### src/pkg/dcss_regs.svh
// register map, codes, reset values and timing for the drive command source select block
`ifndef DCSS_REGS_SVH
`define DCSS_REGS_SVH
`define DCSS_REG_RUN_CMD 16'h2501
`define DCSS_REG_FREQ_REF 16'h2502
`define DCSS_REG_FREQ_SRC 16'h2600
`define DCSS_REG_RUN_SRC 16'h2601
`define DCSS_REG_BACK_INHIBIT 16'h2602
`define DCSS_REG_STOP_METHOD 16'h2603
`define DCSS_REG_SEC_TYPE 16'h2604
`define DCSS_REG_DISP_UNIT 16'h2605
`define DCSS_REG_STATUS 16'h2610
`define DCSS_REG_OUT_FREQ 16'h2611
`define DCSS_FREQ_MAX 16'h9C40
`define DCSS_NODE_ADDR 8'h01
`define DCSS_BCAST_ADDR 8'h00
`define DCSS_FN_READ 8'h03
`define DCSS_FN_WRITE 8'h06
`define DCSS_EXC_FUNC 8'h01
`define DCSS_EXC_ADDR 8'h02
`define DCSS_EXC_VALUE 8'h03
`define DCSS_EXC_REFUSED 8'h04
`define DCSS_FSRC_KEYPAD 3'h0
`define DCSS_FSRC_ANALOG1 3'h1
`define DCSS_FSRC_UPDOWN 3'h2
`define DCSS_FSRC_SERIAL 3'h3
`define DCSS_FSRC_RES4 3'h4
`define DCSS_FSRC_RES5 3'h5
`define DCSS_FSRC_CLOCK 3'h6
`define DCSS_FSRC_ANALOG2 3'h7
`define DCSS_RSRC_KEYPAD 3'h0
`define DCSS_RSRC_TERMINAL 3'h1
`define DCSS_RSRC_SERIAL 3'h2
`define DCSS_RSRC_SEQUENCER 3'h3
`define DCSS_RSRC_CLOCK 3'h4
`define DCSS_STOP_DECEL 2'h0
`define DCSS_SEC_TYPE_RST 1'h1
`define DCSS_CLK_HZ 100000000
`define DCSS_BAUD 9600
`define DCSS_BIT_CYCLES (`DCSS_CLK_HZ / `DCSS_BAUD)
`define DCSS_GAP_BITS 35
`define DCSS_GAP_CYCLES (`DCSS_BIT_CYCLES * `DCSS_GAP_BITS)
`endif

### src/pkg/dcss_pkg.sv
// types shared by the command source select block
package dcss_pkg;
	typedef enum logic [1:0] {ST_IDLE, ST_EXEC, ST_TX, ST_DRAIN} dcss_state_t;
	typedef enum logic [2:0] {DISP_HZ, DISP_PCT, DISP_RPM, DISP_INT, DISP_DEC1, DISP_DEC2, DISP_DEC3} dcss_disp_t;
	typedef struct packed {
		logic rx_busy; logic [19:0] rx_cnt; logic [3:0] rx_bit; logic [7:0] rx_sh;
		logic rx_valid; logic rx_err; logic [19:0] gap_cnt; logic gap_armed; logic frame_end;
		logic tx_busy; logic [19:0] tx_cnt; logic [3:0] tx_bit; logic [9:0] tx_sh;
		logic tx_line; logic tx_oe_n;
	} dcss_uart_t;
	typedef struct packed {
		dcss_state_t st; logic [3:0] rx_cnt; logic rx_bad; logic [7:0][7:0] rx_buf;
		logic [15:0] crc; logic [5:0][7:0] rbuf; logic [2:0] rlen; logic [3:0] idx;
		logic tx_valid; logic [7:0] tx_data;
		logic [15:0] run_cmd; logic [15:0] freq_ref; logic [2:0] freq_src; logic [2:0] run_src;
		logic back_inhibit; logic [1:0] stop_method; logic sec_type; logic [15:0] disp_unit;
		logic kp_run; logic kp_back; logic run; logic back; logic [15:0] fref;
		logic [15:0] aux; logic aux_act; dcss_disp_t disp_class; logic [15:0] disp_scale;
	} dcss_main_t;
endpackage

### src/pkg/dcss_byte_if.sv
// byte stream between the protocol engine and the serial line transceiver
`timescale 1ns/100ps
interface dcss_byte_if;
	logic rx_valid;
	logic rx_err;
	logic frame_end;
	logic [7:0] rx_data;
	logic tx_valid;
	logic tx_ready;
	logic tx_hold;
	logic [7:0] tx_data;
	modport link(output rx_valid, rx_err, frame_end, rx_data, tx_ready, input tx_valid, tx_hold, tx_data);
	modport proto(input rx_valid, rx_err, frame_end, rx_data, tx_ready, output tx_valid, tx_hold, tx_data);
endinterface

### src/rtl/dcss_uart.sv
// 8N1 serial transceiver with end-of-frame silence detector
`timescale 1ns/100ps
`include "dcss_regs.svh"
module dcss_uart #(
	parameter int unsigned BIT_CYCLES = `DCSS_BIT_CYCLES,
	parameter int unsigned GAP_CYCLES = `DCSS_GAP_CYCLES
) (
	input wire logic clk_in, // system clock
	input wire logic rst_in, // synchronous reset
	input wire logic rx_pin_in, // receive line
	output logic tx_pin_out, // transmit line
	output logic tx_oe_n_out, // transmitter enable, low drives
	dcss_byte_if.link lnk // byte stream
);
	import dcss_pkg::*;
	localparam logic [19:0] BIT_LAST = 20'(BIT_CYCLES - 1);
	localparam logic [19:0] BIT_HALF = 20'(BIT_CYCLES / 2);
	localparam logic [19:0] GAP_LAST = 20'(GAP_CYCLES - 1);
	dcss_uart_t u_reg, u_next;

	always_comb begin
		u_next = u_reg;
		u_next.rx_valid = 1'b0;
		u_next.rx_err = 1'b0;
		u_next.frame_end = 1'b0;
		if (!u_reg.rx_busy) begin
			if (!rx_pin_in) begin
				u_next.rx_busy = 1'b1;
				u_next.rx_cnt = BIT_HALF;
				u_next.rx_bit = 4'h0;
			end
		end else if (u_reg.rx_cnt != 20'h00000) begin
			u_next.rx_cnt = u_reg.rx_cnt - 20'h00001;
		end else begin
			u_next.rx_cnt = BIT_LAST;
			u_next.rx_bit = u_reg.rx_bit + 4'h1;
			if (u_reg.rx_bit == 4'h0 && rx_pin_in) begin
				u_next.rx_busy = 1'b0; // start bit was a glitch
			end else if (u_reg.rx_bit == 4'h9) begin
				u_next.rx_busy = 1'b0;
				u_next.rx_valid = rx_pin_in;
				u_next.rx_err = !rx_pin_in;
				u_next.gap_armed = 1'b1;
			end else if (u_reg.rx_bit != 4'h0) begin
				u_next.rx_sh = {rx_pin_in, u_reg.rx_sh[7:1]};
			end
		end
		// silence after the last byte marks the end of a frame
		if (u_reg.rx_busy || !rx_pin_in) begin
			u_next.gap_cnt = 20'h00000;
		end else if (u_reg.gap_armed) begin
			if (u_reg.gap_cnt == GAP_LAST) begin
				u_next.frame_end = 1'b1;
				u_next.gap_armed = 1'b0;
				u_next.gap_cnt = 20'h00000;
			end else begin
				u_next.gap_cnt = u_reg.gap_cnt + 20'h00001;
			end
		end
		if (!u_reg.tx_busy) begin
			if (lnk.tx_valid) begin
				u_next.tx_busy = 1'b1;
				u_next.tx_sh = {1'b1, lnk.tx_data, 1'b0};
				u_next.tx_line = 1'b0;
				u_next.tx_cnt = BIT_LAST;
				u_next.tx_bit = 4'h0;
			end
		end else if (u_reg.tx_cnt != 20'h00000) begin
			u_next.tx_cnt = u_reg.tx_cnt - 20'h00001;
		end else if (u_reg.tx_bit == 4'h9) begin
			u_next.tx_busy = 1'b0;
			u_next.tx_line = 1'b1;
		end else begin
			u_next.tx_cnt = BIT_LAST;
			u_next.tx_bit = u_reg.tx_bit + 4'h1;
			u_next.tx_sh = {1'b1, u_reg.tx_sh[9:1]};
			u_next.tx_line = u_reg.tx_sh[1];
		end
		// hold keeps the driver on between bytes of one reply
		u_next.tx_oe_n = !(u_next.tx_busy || lnk.tx_hold);
	end

	always_ff @(posedge clk_in) begin
		if (rst_in) begin
			u_reg <= '0;
			u_reg.tx_line <= 1'b1;
			u_reg.tx_oe_n <= 1'b1;
		end else begin
			u_reg <= u_next;
		end
	end

	assign lnk.rx_valid = u_reg.rx_valid;
	assign lnk.rx_err = u_reg.rx_err;
	assign lnk.frame_end = u_reg.frame_end;
	assign lnk.rx_data = u_reg.rx_sh;
	assign lnk.tx_ready = !u_reg.tx_busy;
	assign tx_pin_out = u_reg.tx_line;
	assign tx_oe_n_out = u_reg.tx_oe_n;
endmodule

### src/rtl/dcss_command_select.sv
// drive command front end: reference and run source select, serial register slave
`timescale 1ns/100ps
`include "dcss_regs.svh"
module dcss_command_select #(
	parameter int unsigned BIT_CYCLES = `DCSS_BIT_CYCLES,
	parameter int unsigned GAP_CYCLES = `DCSS_GAP_CYCLES
) (
	input wire logic SYS_CLK_IN, // 100 MHz clock
	input wire logic SYS_RST_IN, // synchronous reset, high
	input wire logic RS485_RX_IN, // serial receive line
	output logic RS485_TX_OUT, // serial transmit line
	output logic RS485_TX_OE_N_OUT, // line driver enable, low drives
	input wire logic [15:0] KEYPAD_FREQ_IN, // keypad reference, 0.01 Hz
	input wire logic [15:0] ANALOG_INPUT_PRIMARY_IN, // first analog reference
	input wire logic [15:0] ANALOG_INPUT_SECONDARY_IN, // second analog reference
	input wire logic [15:0] UPDOWN_FREQ_IN, // up/down terminal reference
	input wire logic [15:0] CLOCK_SCHED_FREQ_IN, // real-time clock reference
	input wire logic KEY_RUN_IN, // run key pulse
	input wire logic KEY_STOP_IN, // stop key pulse
	input wire logic DIRECTION_TOGGLE_KEY_IN, // direction key pulse
	input wire logic RUN_FORWARD_REQUEST_IN, // terminal forward contact
	input wire logic RUN_BACKWARD_REQUEST_IN, // terminal reverse contact
	input wire logic BUILT_IN_LOGIC_SEQUENCER_RUN_IN, // sequencer run
	input wire logic BUILT_IN_LOGIC_SEQUENCER_BACK_IN, // sequencer reverse
	input wire logic CLOCK_SCHED_RUN_IN, // clock schedule run
	input wire logic CLOCK_SCHED_BACK_IN, // clock schedule reverse
	output logic RUN_OUT, // drive running
	output logic REVERSE_OUT, // running in reverse
	output logic [1:0] STOP_METHOD_OUT, // stop method code
	output logic [15:0] FREQ_REF_OUT, // selected reference, 0.01 Hz
	output logic [15:0] AUX_FREQ_OUT, // auxiliary reference
	output logic AUX_ACTIVE_OUT, // auxiliary reference in use
	output logic SECONDARY_CURRENT_MODE_OUT, // 1: second input is 4-20 mA
	output dcss_pkg::dcss_disp_t DISP_CLASS_OUT, // display unit class
	output logic [15:0] DISP_SCALE_OUT // full-scale digits of scaled units
);
	import dcss_pkg::*;
	dcss_main_t m_reg, m_next;
	dcss_byte_if lnk ();

	dcss_uart #(.BIT_CYCLES(BIT_CYCLES), .GAP_CYCLES(GAP_CYCLES)) u_uart (
		.clk_in(SYS_CLK_IN),
		.rst_in(SYS_RST_IN),
		.rx_pin_in(RS485_RX_IN),
		.tx_pin_out(RS485_TX_OUT),
		.tx_oe_n_out(RS485_TX_OE_N_OUT),
		.lnk(lnk.link)
	);

	function automatic logic [15:0] crc16(input logic [15:0] c, input logic [7:0] b);
		logic [15:0] x;
		x = c ^ {8'h00, b};
		for (int i = 0; i < 8; i++) begin
			x = x[0] ? ((x >> 1) ^ 16'hA001) : (x >> 1);
		end
		return x;
	endfunction

	function automatic logic disp_ok(input logic [15:0] v);
		return (v <= 16'h0002) || (v >= 16'h0028 && v <= 16'h270F) || (v >= 16'h2711 && v <= 16'h4E1F)
			|| (v >= 16'h4E21 && v <= 16'h752F) || (v >= 16'h7531 && v <= 16'h9C3F);
	endfunction

	logic [15:0] addr_w;
	logic [15:0] val_w;
	logic [15:0] rd_w;
	logic [7:0] exc;
	logic [7:0] fn;
	logic [7:0] out_byte;
	logic want_run;
	logic want_back;

	always_comb begin
		m_next = m_reg;
		m_next.tx_valid = 1'b0;
		addr_w = {m_reg.rx_buf[2], m_reg.rx_buf[3]};
		val_w = {m_reg.rx_buf[4], m_reg.rx_buf[5]};
		fn = m_reg.rx_buf[1];
		rd_w = 16'h0000;
		exc = 8'h00;
		out_byte = 8'h00;
		want_run = 1'b0;
		want_back = 1'b0;
		unique case (m_reg.st)
			ST_IDLE: begin
				if (lnk.rx_valid) begin
					if (m_reg.rx_cnt < 4'h8) begin
						m_next.rx_buf[m_reg.rx_cnt[2:0]] = lnk.rx_data;
						m_next.crc = crc16(m_reg.crc, lnk.rx_data);
						m_next.rx_cnt = m_reg.rx_cnt + 4'h1;
					end else begin
						m_next.rx_bad = 1'b1;
					end
				end
				if (lnk.rx_err) begin
					m_next.rx_bad = 1'b1;
				end
				if (lnk.frame_end) begin
					m_next.rx_cnt = 4'h0;
					m_next.rx_bad = 1'b0;
					m_next.crc = 16'hFFFF;
					// residue over data plus appended crc is zero for a good frame
					if (!m_reg.rx_bad && m_reg.rx_cnt == 4'h8 && m_reg.crc == 16'h0000
						&& (m_reg.rx_buf[0] == `DCSS_NODE_ADDR || m_reg.rx_buf[0] == `DCSS_BCAST_ADDR)) begin
						m_next.st = ST_EXEC;
					end
				end
			end
			ST_EXEC: begin
				if (fn == `DCSS_FN_READ) begin
					if (val_w != 16'h0001) begin
						exc = `DCSS_EXC_VALUE;
					end else begin
						case (addr_w)
							`DCSS_REG_RUN_CMD: rd_w = m_reg.run_cmd;
							`DCSS_REG_FREQ_REF: rd_w = m_reg.freq_ref;
							`DCSS_REG_FREQ_SRC: rd_w = {13'h0000, m_reg.freq_src};
							`DCSS_REG_RUN_SRC: rd_w = {13'h0000, m_reg.run_src};
							`DCSS_REG_BACK_INHIBIT: rd_w = {15'h0000, m_reg.back_inhibit};
							`DCSS_REG_STOP_METHOD: rd_w = {14'h0000, m_reg.stop_method};
							`DCSS_REG_SEC_TYPE: rd_w = {15'h0000, m_reg.sec_type};
							`DCSS_REG_DISP_UNIT: rd_w = m_reg.disp_unit;
							`DCSS_REG_STATUS: rd_w = {14'h0000, m_reg.back, m_reg.run};
							`DCSS_REG_OUT_FREQ: rd_w = m_reg.fref;
							default: exc = `DCSS_EXC_ADDR;
						endcase
					end
				end else if (fn == `DCSS_FN_WRITE) begin
					case (addr_w)
						`DCSS_REG_RUN_CMD: m_next.run_cmd = val_w;
						`DCSS_REG_FREQ_REF: begin
							if (m_reg.freq_src != `DCSS_FSRC_SERIAL) begin
								exc = `DCSS_EXC_REFUSED;
							end else if (val_w > `DCSS_FREQ_MAX) begin
								exc = `DCSS_EXC_VALUE;
							end else begin
								m_next.freq_ref = val_w;
							end
						end
						`DCSS_REG_FREQ_SRC: begin
							if (val_w > 16'h0007 || val_w[2:0] == `DCSS_FSRC_RES4 || val_w[2:0] == `DCSS_FSRC_RES5) begin
								exc = `DCSS_EXC_VALUE;
							end else begin
								m_next.freq_src = val_w[2:0];
							end
						end
						`DCSS_REG_RUN_SRC: begin
							if (val_w > 16'h0004) begin
								exc = `DCSS_EXC_VALUE;
							end else begin
								m_next.run_src = val_w[2:0];
							end
						end
						`DCSS_REG_BACK_INHIBIT: begin
							if (val_w > 16'h0001) begin
								exc = `DCSS_EXC_VALUE;
							end else begin
								m_next.back_inhibit = val_w[0];
							end
						end
						`DCSS_REG_STOP_METHOD: begin
							if (val_w > 16'h0003) begin
								exc = `DCSS_EXC_VALUE;
							end else begin
								m_next.stop_method = val_w[1:0];
							end
						end
						`DCSS_REG_SEC_TYPE: begin
							if (val_w > 16'h0001) begin
								exc = `DCSS_EXC_VALUE;
							end else begin
								m_next.sec_type = val_w[0];
							end
						end
						`DCSS_REG_DISP_UNIT: begin
							if (!disp_ok(val_w)) begin
								exc = `DCSS_EXC_VALUE;
							end else begin
								m_next.disp_unit = val_w;
							end
						end
						default: exc = `DCSS_EXC_ADDR;
					endcase
				end else begin
					exc = `DCSS_EXC_FUNC;
				end
				if (exc != 8'h00) begin
					m_next.rbuf[0] = m_reg.rx_buf[0];
					m_next.rbuf[1] = fn | 8'h80;
					m_next.rbuf[2] = exc;
					m_next.rlen = 3'h3;
				end else if (fn == `DCSS_FN_READ) begin
					m_next.rbuf[0] = m_reg.rx_buf[0];
					m_next.rbuf[1] = fn;
					m_next.rbuf[2] = 8'h02;
					m_next.rbuf[3] = rd_w[15:8];
					m_next.rbuf[4] = rd_w[7:0];
					m_next.rlen = 3'h5;
				end else begin
					m_next.rbuf = m_reg.rx_buf[5:0];
					m_next.rlen = 3'h6;
				end
				m_next.idx = 4'h0;
				m_next.crc = 16'hFFFF;
				// broadcast writes act but never answer
				m_next.st = (m_reg.rx_buf[0] == `DCSS_BCAST_ADDR) ? ST_IDLE : ST_TX;
			end
			ST_TX: begin
				if (!m_reg.tx_valid && lnk.tx_ready) begin
					if (m_reg.idx == {1'b0, m_reg.rlen} + 4'h2) begin
						m_next.st = ST_DRAIN;
					end else begin
						if (m_reg.idx == {1'b0, m_reg.rlen}) begin
							out_byte = m_reg.crc[7:0];
						end else if (m_reg.idx == {1'b0, m_reg.rlen} + 4'h1) begin
							out_byte = m_reg.crc[15:8];
						end else begin
							out_byte = m_reg.rbuf[m_reg.idx[2:0]];
							m_next.crc = crc16(m_reg.crc, out_byte);
						end
						m_next.tx_valid = 1'b1;
						m_next.tx_data = out_byte;
						m_next.idx = m_reg.idx + 4'h1;
					end
				end
			end
			ST_DRAIN: begin
				if (lnk.tx_ready) begin
					m_next.st = ST_IDLE;
					m_next.crc = 16'hFFFF; // reply checksum must not seed the next frame
				end
			end
		endcase

		// keypad latch is dropped when another source takes over so it cannot restart later
		if (m_reg.run_src != `DCSS_RSRC_KEYPAD) begin
			m_next.kp_run = 1'b0;
		end else if (KEY_STOP_IN) begin
			m_next.kp_run = 1'b0;
		end else if (KEY_RUN_IN && !m_reg.kp_run) begin
			m_next.kp_run = 1'b1;
			m_next.kp_back = 1'b0;
		end
		if (m_reg.run_src == `DCSS_RSRC_KEYPAD && DIRECTION_TOGGLE_KEY_IN && !m_reg.back_inhibit) begin
			m_next.kp_back = !m_next.kp_back;
		end
		if (m_reg.back_inhibit) begin
			m_next.kp_back = 1'b0;
		end
		case (m_reg.run_src)
			`DCSS_RSRC_KEYPAD: begin
				want_run = m_reg.kp_run;
				want_back = m_reg.kp_back;
			end
			`DCSS_RSRC_TERMINAL: begin
				want_run = RUN_FORWARD_REQUEST_IN || RUN_BACKWARD_REQUEST_IN;
				want_back = RUN_BACKWARD_REQUEST_IN && !RUN_FORWARD_REQUEST_IN;
			end
			`DCSS_RSRC_SERIAL: begin
				want_run = m_reg.run_cmd[0] || m_reg.run_cmd[1];
				want_back = m_reg.run_cmd[1];
			end
			`DCSS_RSRC_SEQUENCER: begin
				want_run = BUILT_IN_LOGIC_SEQUENCER_RUN_IN;
				want_back = BUILT_IN_LOGIC_SEQUENCER_BACK_IN;
			end
			`DCSS_RSRC_CLOCK: begin
				want_run = CLOCK_SCHED_RUN_IN;
				want_back = CLOCK_SCHED_BACK_IN;
			end
			default: begin
				want_run = 1'b0;
				want_back = 1'b0;
			end
		endcase
		m_next.run = want_run && !(want_back && m_reg.back_inhibit);
		m_next.back = want_run && want_back && !m_reg.back_inhibit;

		case (m_reg.freq_src)
			`DCSS_FSRC_KEYPAD: m_next.fref = KEYPAD_FREQ_IN;
			`DCSS_FSRC_ANALOG1: m_next.fref = ANALOG_INPUT_PRIMARY_IN;
			`DCSS_FSRC_UPDOWN: m_next.fref = UPDOWN_FREQ_IN;
			`DCSS_FSRC_SERIAL: m_next.fref = m_reg.freq_ref;
			`DCSS_FSRC_CLOCK: m_next.fref = CLOCK_SCHED_FREQ_IN;
			`DCSS_FSRC_ANALOG2: m_next.fref = ANALOG_INPUT_SECONDARY_IN;
			default: m_next.fref = 16'h0000;
		endcase
		m_next.aux = ANALOG_INPUT_SECONDARY_IN;
		m_next.aux_act = (m_reg.freq_src == `DCSS_FSRC_ANALOG1);

		// register holds only accepted codes, so reserved ranges never reach here
		if (m_reg.disp_unit == 16'h0000) begin
			m_next.disp_class = DISP_HZ;
			m_next.disp_scale = 16'h0000;
		end else if (m_reg.disp_unit == 16'h0001) begin
			m_next.disp_class = DISP_PCT;
			m_next.disp_scale = 16'h0000;
		end else if (m_reg.disp_unit == 16'h0002) begin
			m_next.disp_class = DISP_RPM;
			m_next.disp_scale = 16'h0000;
		end else if (m_reg.disp_unit <= 16'h270F) begin
			m_next.disp_class = DISP_INT;
			m_next.disp_scale = m_reg.disp_unit;
		end else if (m_reg.disp_unit <= 16'h4E1F) begin
			m_next.disp_class = DISP_DEC1;
			m_next.disp_scale = m_reg.disp_unit - 16'h2710;
		end else if (m_reg.disp_unit <= 16'h752F) begin
			m_next.disp_class = DISP_DEC2;
			m_next.disp_scale = m_reg.disp_unit - 16'h4E20;
		end else begin
			m_next.disp_class = DISP_DEC3;
			m_next.disp_scale = m_reg.disp_unit - 16'h7530;
		end
	end

	always_ff @(posedge SYS_CLK_IN) begin
		if (SYS_RST_IN) begin
			m_reg <= '0;
			m_reg.st <= ST_IDLE;
			m_reg.crc <= 16'hFFFF;
			m_reg.freq_src <= `DCSS_FSRC_KEYPAD;
			m_reg.run_src <= `DCSS_RSRC_KEYPAD;
			m_reg.stop_method <= `DCSS_STOP_DECEL;
			m_reg.sec_type <= `DCSS_SEC_TYPE_RST;
			m_reg.disp_class <= DISP_HZ;
		end else begin
			m_reg <= m_next;
		end
	end

	assign lnk.tx_valid = m_reg.tx_valid;
	assign lnk.tx_data = m_reg.tx_data;
	assign lnk.tx_hold = (m_reg.st == ST_TX);
	assign RUN_OUT = m_reg.run;
	assign REVERSE_OUT = m_reg.back;
	assign STOP_METHOD_OUT = m_reg.stop_method;
	assign FREQ_REF_OUT = m_reg.fref;
	assign AUX_FREQ_OUT = m_reg.aux;
	assign AUX_ACTIVE_OUT = m_reg.aux_act;
	assign SECONDARY_CURRENT_MODE_OUT = m_reg.sec_type;
	assign DISP_CLASS_OUT = m_reg.disp_class;
	assign DISP_SCALE_OUT = m_reg.disp_scale;
endmodule

### config.mk
export PLATFORM = sky130hd
export DESIGN_NAME = dcss_command_select
export DESIGN_NICKNAME = d
export VERILOG_FILES = /design/src/pkg/dcss_pkg.sv /design/src/pkg/dcss_byte_if.sv /design/src/rtl/dcss_uart.sv /design/src/rtl/dcss_command_select.sv
export VERILOG_INCLUDE_DIRS = /design/src /design/src/pkg
export SDC_FILE = /design/constraint.sdc
export NUM_CORES = 1
export LEC_CHECK = 0
export BUFFER_PORTS_ARGS = -buffer_cell sky130_fd_sc_hd__buf_2
export CAP_MARGIN = 20
export CORE_MARGIN = 2
export CORE_UTILIZATION = 35
export DETAILED_ROUTE_END_ITERATION = 10
export GPL_TIMING_DRIVEN = 0
export SLEW_MARGIN = 20
export SYNTH_ARGS = -nofsm -noshare
export SYNTH_HDL_FRONTEND = slang
export SYNTH_HIERARCHICAL = 1
export SYNTH_SLANG_ARGS = --single-unit
### constraint.sdc
create_clock -name SYS_CLK_IN -period 3.6 [get_ports SYS_CLK_IN]
set_input_delay 0.54 -clock SYS_CLK_IN [delete_from_list [all_inputs] [get_ports SYS_CLK_IN]]
set_output_delay 0.54 -clock SYS_CLK_IN [all_outputs]
set_load 0.03 [all_outputs]
==> results.md <==
Status:
- The run finished, with violations left.
- The final reports fail on negative setup slack.

STA:
- The clock period minus final worst setup slack is 3.61 ns.
- The count of final hold-check violations is 0.
- The worst-case setup margin in the final layout is -0.0147 ns.
- For the pin with the worst max-slew slack, the measured transition is 1.05 ns.
- The fraction of the cycle the final worst path needs is 1.00.
- Setup repair after global routing could not meet its margin everywhere.
- The highest clock rate is 277 MHz.
- The number of setup violations in the final report is 6.
- The max-slew headroom at the worst pin is 0.288.
- The worst setup skew after layout is 0.0232 ns.
- The number of max-slew violations in the final report is 0.
- Summed over all failing endpoints, the final setup total negative slack is -0.0428 ns.

Layout:
- At the end of the flow, the number of nets in the layout was 2,449.
- The area of all sequential standard cells is 6850 um2.
- The fraction of layout instances using a drive strength above 1 is 0.154.
- The area growth from synthesis to layout is 17.1%.
- The area occupied by multi-input gates is 9940 um2.
- The final-layout fill cell count is 5,201.
- 0 antenna diodes ended up in the layout.

Clock tree:
- The number of clock sinks is 342.
- Clock latency on the worst-skew pair, taken at its later pin, is 0.58 ns.
- The clock tree from TritonCTS is done.
- The number of buffers added by the clock tree synthesis step is 41.
- The clock tree synthesis step divided the H-tree into 2 levels.
- The clock-pin slew on the worst setup and hold paths is 0.06 ns.
- The clock passes through at most 3 buffers.
- Clock tree synthesis selected as its root buffer the cell sky130_fd_sc_hd__clkbuf_16.
- The number of setup buffers added after CTS is 0.

Setup path:
- The worst setup path is captured at a flip-flop.
- The element type at the critical path start is a flip-flop.
- Traced cell by cell, the critical path runs through clkbuf_1, nor3_1, nand4_1, a2111oi_0, a211oi_1, a21boi_1, a31oi_1, clkbuf_1, nand3_1, a21oi_1.
- On the worst path, the slowest cell contributes a delay of 0.48 ns.
- The largest individual stage delay along the critical path comes from the cell sky130_fd_sc_hd__nor3_1.
- The dominant cell type by count on the critical path is sky130_fd_sc_hd__clkbuf_1.
- By startpoint and endpoint, the worst setup path is classified as reg2reg.
- The number of buffer and inverter stages on the critical path is 2.
- The data required time at the worst endpoint is 4.08 ns.
- The largest driver fanout on the critical path is 10.
- The cell type group with the largest total delay on the critical path is compound AO/OA/AOI/OAI gates.
- Data on the critical path arrives at its endpoint at 4.10 ns.

Global route:
- The residual overflow from global routing is 0.
- The number of antenna violations at the first check in global routing is 0.
- The first global-routing pass estimated 93,100 um of wire.
- The number of global-route vias before repair came to 16,200.
- In the global route stage, overall resource usage came out at 0.221.
- Entering global routing, the biggest net connects 14 pins.

Logic synthesis:
- The number of standard cells after synthesis is 2,144.
- Synthesis inferred 342 register bits.
- The sequential area share after synthesis is 0.380.
- The number of synthesized flops with an enable pin is 0.
- Of the post-synthesis cell area, the dominant cell type holds 0.380.
- The async set or reset register ratio after synthesis is 0.
- During synthesis, Yosys emitted a total of 6 warnings.
- The number of nets in the synthesized netlist is 2,258.
- Ranked by total cell area, the synthesized netlist is headed by sky130_fd_sc_hd__dfxtp_1 38%, sky130_fd_sc_hd__mux2i_1 6.9%, sky130_fd_sc_hd__nor2_1 5.1%, sky130_fd_sc_hd__a21oi_1 4.3%, sky130_fd_sc_hd__nand2_1 4.2%.
- The most instantiated flip-flop cell in the synthesis netlist is sky130_fd_sc_hd__dfxtp_1.
- After synthesis, the mean cell area works out to 8.41 um2.
- After synthesis, the netlist uses 89 different library cells.
- The synthesized design spends more area on one cell type than any other, namely sky130_fd_sc_hd__dfxtp_1.
- The netlist area before placement is 18,000 um2.

Power:
- For this design the ratio of total power to cell area is 420 nW/um2.
- The total power is 8.88 mW.
- The worst ir drop on vdd is 0.357 mV.
- The static leakage power is 8.00 nW.

Drt:
- The post-detailed-route DRC marker count is 0.
- Detailed routing inserted a total of 16,800 vias.
- Dividing the detail-routed wire length by the instance count gives 19.9 um.
- The antenna violation net count after detailed routing is 0.
- Wires add up to 60,500 um.
- Before antenna repair, the detailed router went through 6 iterations.
- The violation count after the first detailed-routing iteration is 1,553.
- The ratio of routed vias to standard cells is 5.52.

Placement:
- During placement, the flow inserted port buffers numbering 150.
- Prior to clock tree synthesis, the placed netlist has a worst setup slack of -0.0600 ns.
- The placed wire-length estimate is 44,400 um.
- The placer's final routability congestion estimate is 0.923.

Floorplan:
- The starting utilization of the core area is 0.353.
- From bottom edge to top edge, the die measures 231 um.
- The cell row count is 83.
- The core region area is 51,100 um2.
- The total die area is 53,400 um2.
- The floorplan step set the die width to 231 um.
- Pin placement for this block handled 151 I/O pins.

Job:
- The tool flagged a number of max-cap violations equal to 0.

Min path:
- The kind of path behind the tightest hold check is in2reg.
==> final timing paths <==
check | start | endpoint | slack [ns] | depth (start not counted)
hold reg to reg | m_reg[100] | m_reg[100] | 0.45 | 2
setup / recovery | flip-flop | m_reg[177] | -0.01 | 10
hold / removal | KEY_STOP_IN | m_reg[55] | 0.16 | 2
setup reg to reg | flip-flop | m_reg[177] | -0.01 | 10
==> cells by family (layout without fill, tap and decap cells) <==
group                    count (synthesis)  in the layout  share of synthesized area
buffers and inverters                  265            487                     0.0724
AND/OR/NAND/NOR                        782            782                      0.212
AO/OA/AOI/OAI                          497            497                      0.181
multiplexers                           154            154                     0.0968
XOR/XNOR                                82             82                     0.0427
adder cells (fa/ha/maj)                 22             22                     0.0153
flip-flops                             342            342                      0.380
==> per-stage QoR <==
stage | instances | instance area, um2 | util | hold WS [ns]
2_1_floorplan | 2144 | 18000 | - | 0.431
3_3_place_gp | 2974 | 19600 | 0.384 | 0.438
3_5_place_dp | 2974 | 19700 | 0.385 | 0.445
4_1_cts | 3048 | 21100 | 0.413 | 0.137
5_1_grt | 3046 | 21100 | 0.413 | 0.147
6_report | 3046 | 21100 | 0.413 | 0.155
==> synth_stat cells (all sizes together), types with 5 or more instances <==
cell,n
a2111oi,5
a211o,8
a211oi,27
a21o,9
a21oi,157
a221oi,10
a222oi,13
a22o,7
a22oi,35
a31oi,22
a41oi,16
and2,10
and3,15
and4,8
buf,94
clkbuf,129
dfxtp,342
ha,22
inv,41
mux2,15
mux2i,125
mux4,14
nand2,200
nand2b,23
nand3,50
nand3b,12
nand4,22
nand4b,11
nor2,243
nor2b,34
nor3,54
nor3b,11
nor4,33
nor4b,11
o211ai,19
o21a,7
o21ai,100
o22ai,6
o31a,6
o31ai,11
or2,9
or3,15
or4,17
xnor2,38
xor2,41
==> repair_timing <==
action / 4_1_cts / 5_1_grt
setup endpoints to repair: 1 / 39
cloned: 0 / 0
hold buffers: 0 / 0
pin swaps: 0 / 1
gates resized for setup: 1 / 7
==> layout make-up <==
type / count / area share
Clock buffer: 56 / 0.0551
Sequential cell: 342 / 0.324
Inverter: 42 / 0.00746
Multi-Input combinational cell: 1537 / 0.470
Clock inverter: 18 / 0.0130
Buffer: 221 / 0.0541
Tap cell: 680 / 0.0403
Timing Repair Buffer: 150 / 0.0355
==> layout by cell type (no fill, tap or decap), types with 19 or more instances in the layout <==
master	netlist	layout
sky130_fd_sc_hd__a211oi_1	25	25
sky130_fd_sc_hd__inv_1	41	41
sky130_fd_sc_hd__dfxtp_1	342	342
sky130_fd_sc_hd__clkbuf_16	0	42
sky130_fd_sc_hd__a22oi_1	34	34
sky130_fd_sc_hd__a21oi_1	156	156
sky130_fd_sc_hd__ha_1	22	22
sky130_fd_sc_hd__xor2_1	41	41
sky130_fd_sc_hd__nand2_1	200	200
sky130_fd_sc_hd__nor4_1	30	29
sky130_fd_sc_hd__buf_2	12	162
sky130_fd_sc_hd__o211ai_1	19	19
sky130_fd_sc_hd__nor2b_1	34	34
sky130_fd_sc_hd__nand3_1	50	50
sky130_fd_sc_hd__o21ai_0	96	95
sky130_fd_sc_hd__clkbuf_1	129	133
sky130_fd_sc_hd__buf_4	67	67
sky130_fd_sc_hd__nor2_1	243	241
sky130_fd_sc_hd__nand2b_1	22	22
sky130_fd_sc_hd__nand4_1	22	22
sky130_fd_sc_hd__nor3_1	54	52
sky130_fd_sc_hd__a31oi_1	22	22
sky130_fd_sc_hd__mux2i_1	125	125
sky130_fd_sc_hd__xnor2_1	37	37
==> power by group <==
| group | leakage [nW] | switching [mW] | internal, mW | total, mW |
|---|---|---|---|---|
| combinational | 4.53 | 0.345 | 0.208 | 0.554 |
| clock | 0.703 | 1.74 | 2.71 | 4.45 |
| sequential | 2.77 | 0.0427 | 3.83 | 3.88 |
==> routing by layer <==
metal | share of wire | track usage
met2 | 0.45 | 0.354
met5 | 0 | 0
met3 | 0.062 | 0.0368
met1 | 0.46 | 0.306
met4 | 0.024 | 0.0643
No activity file was read; power rests on OpenSTA's default activity.
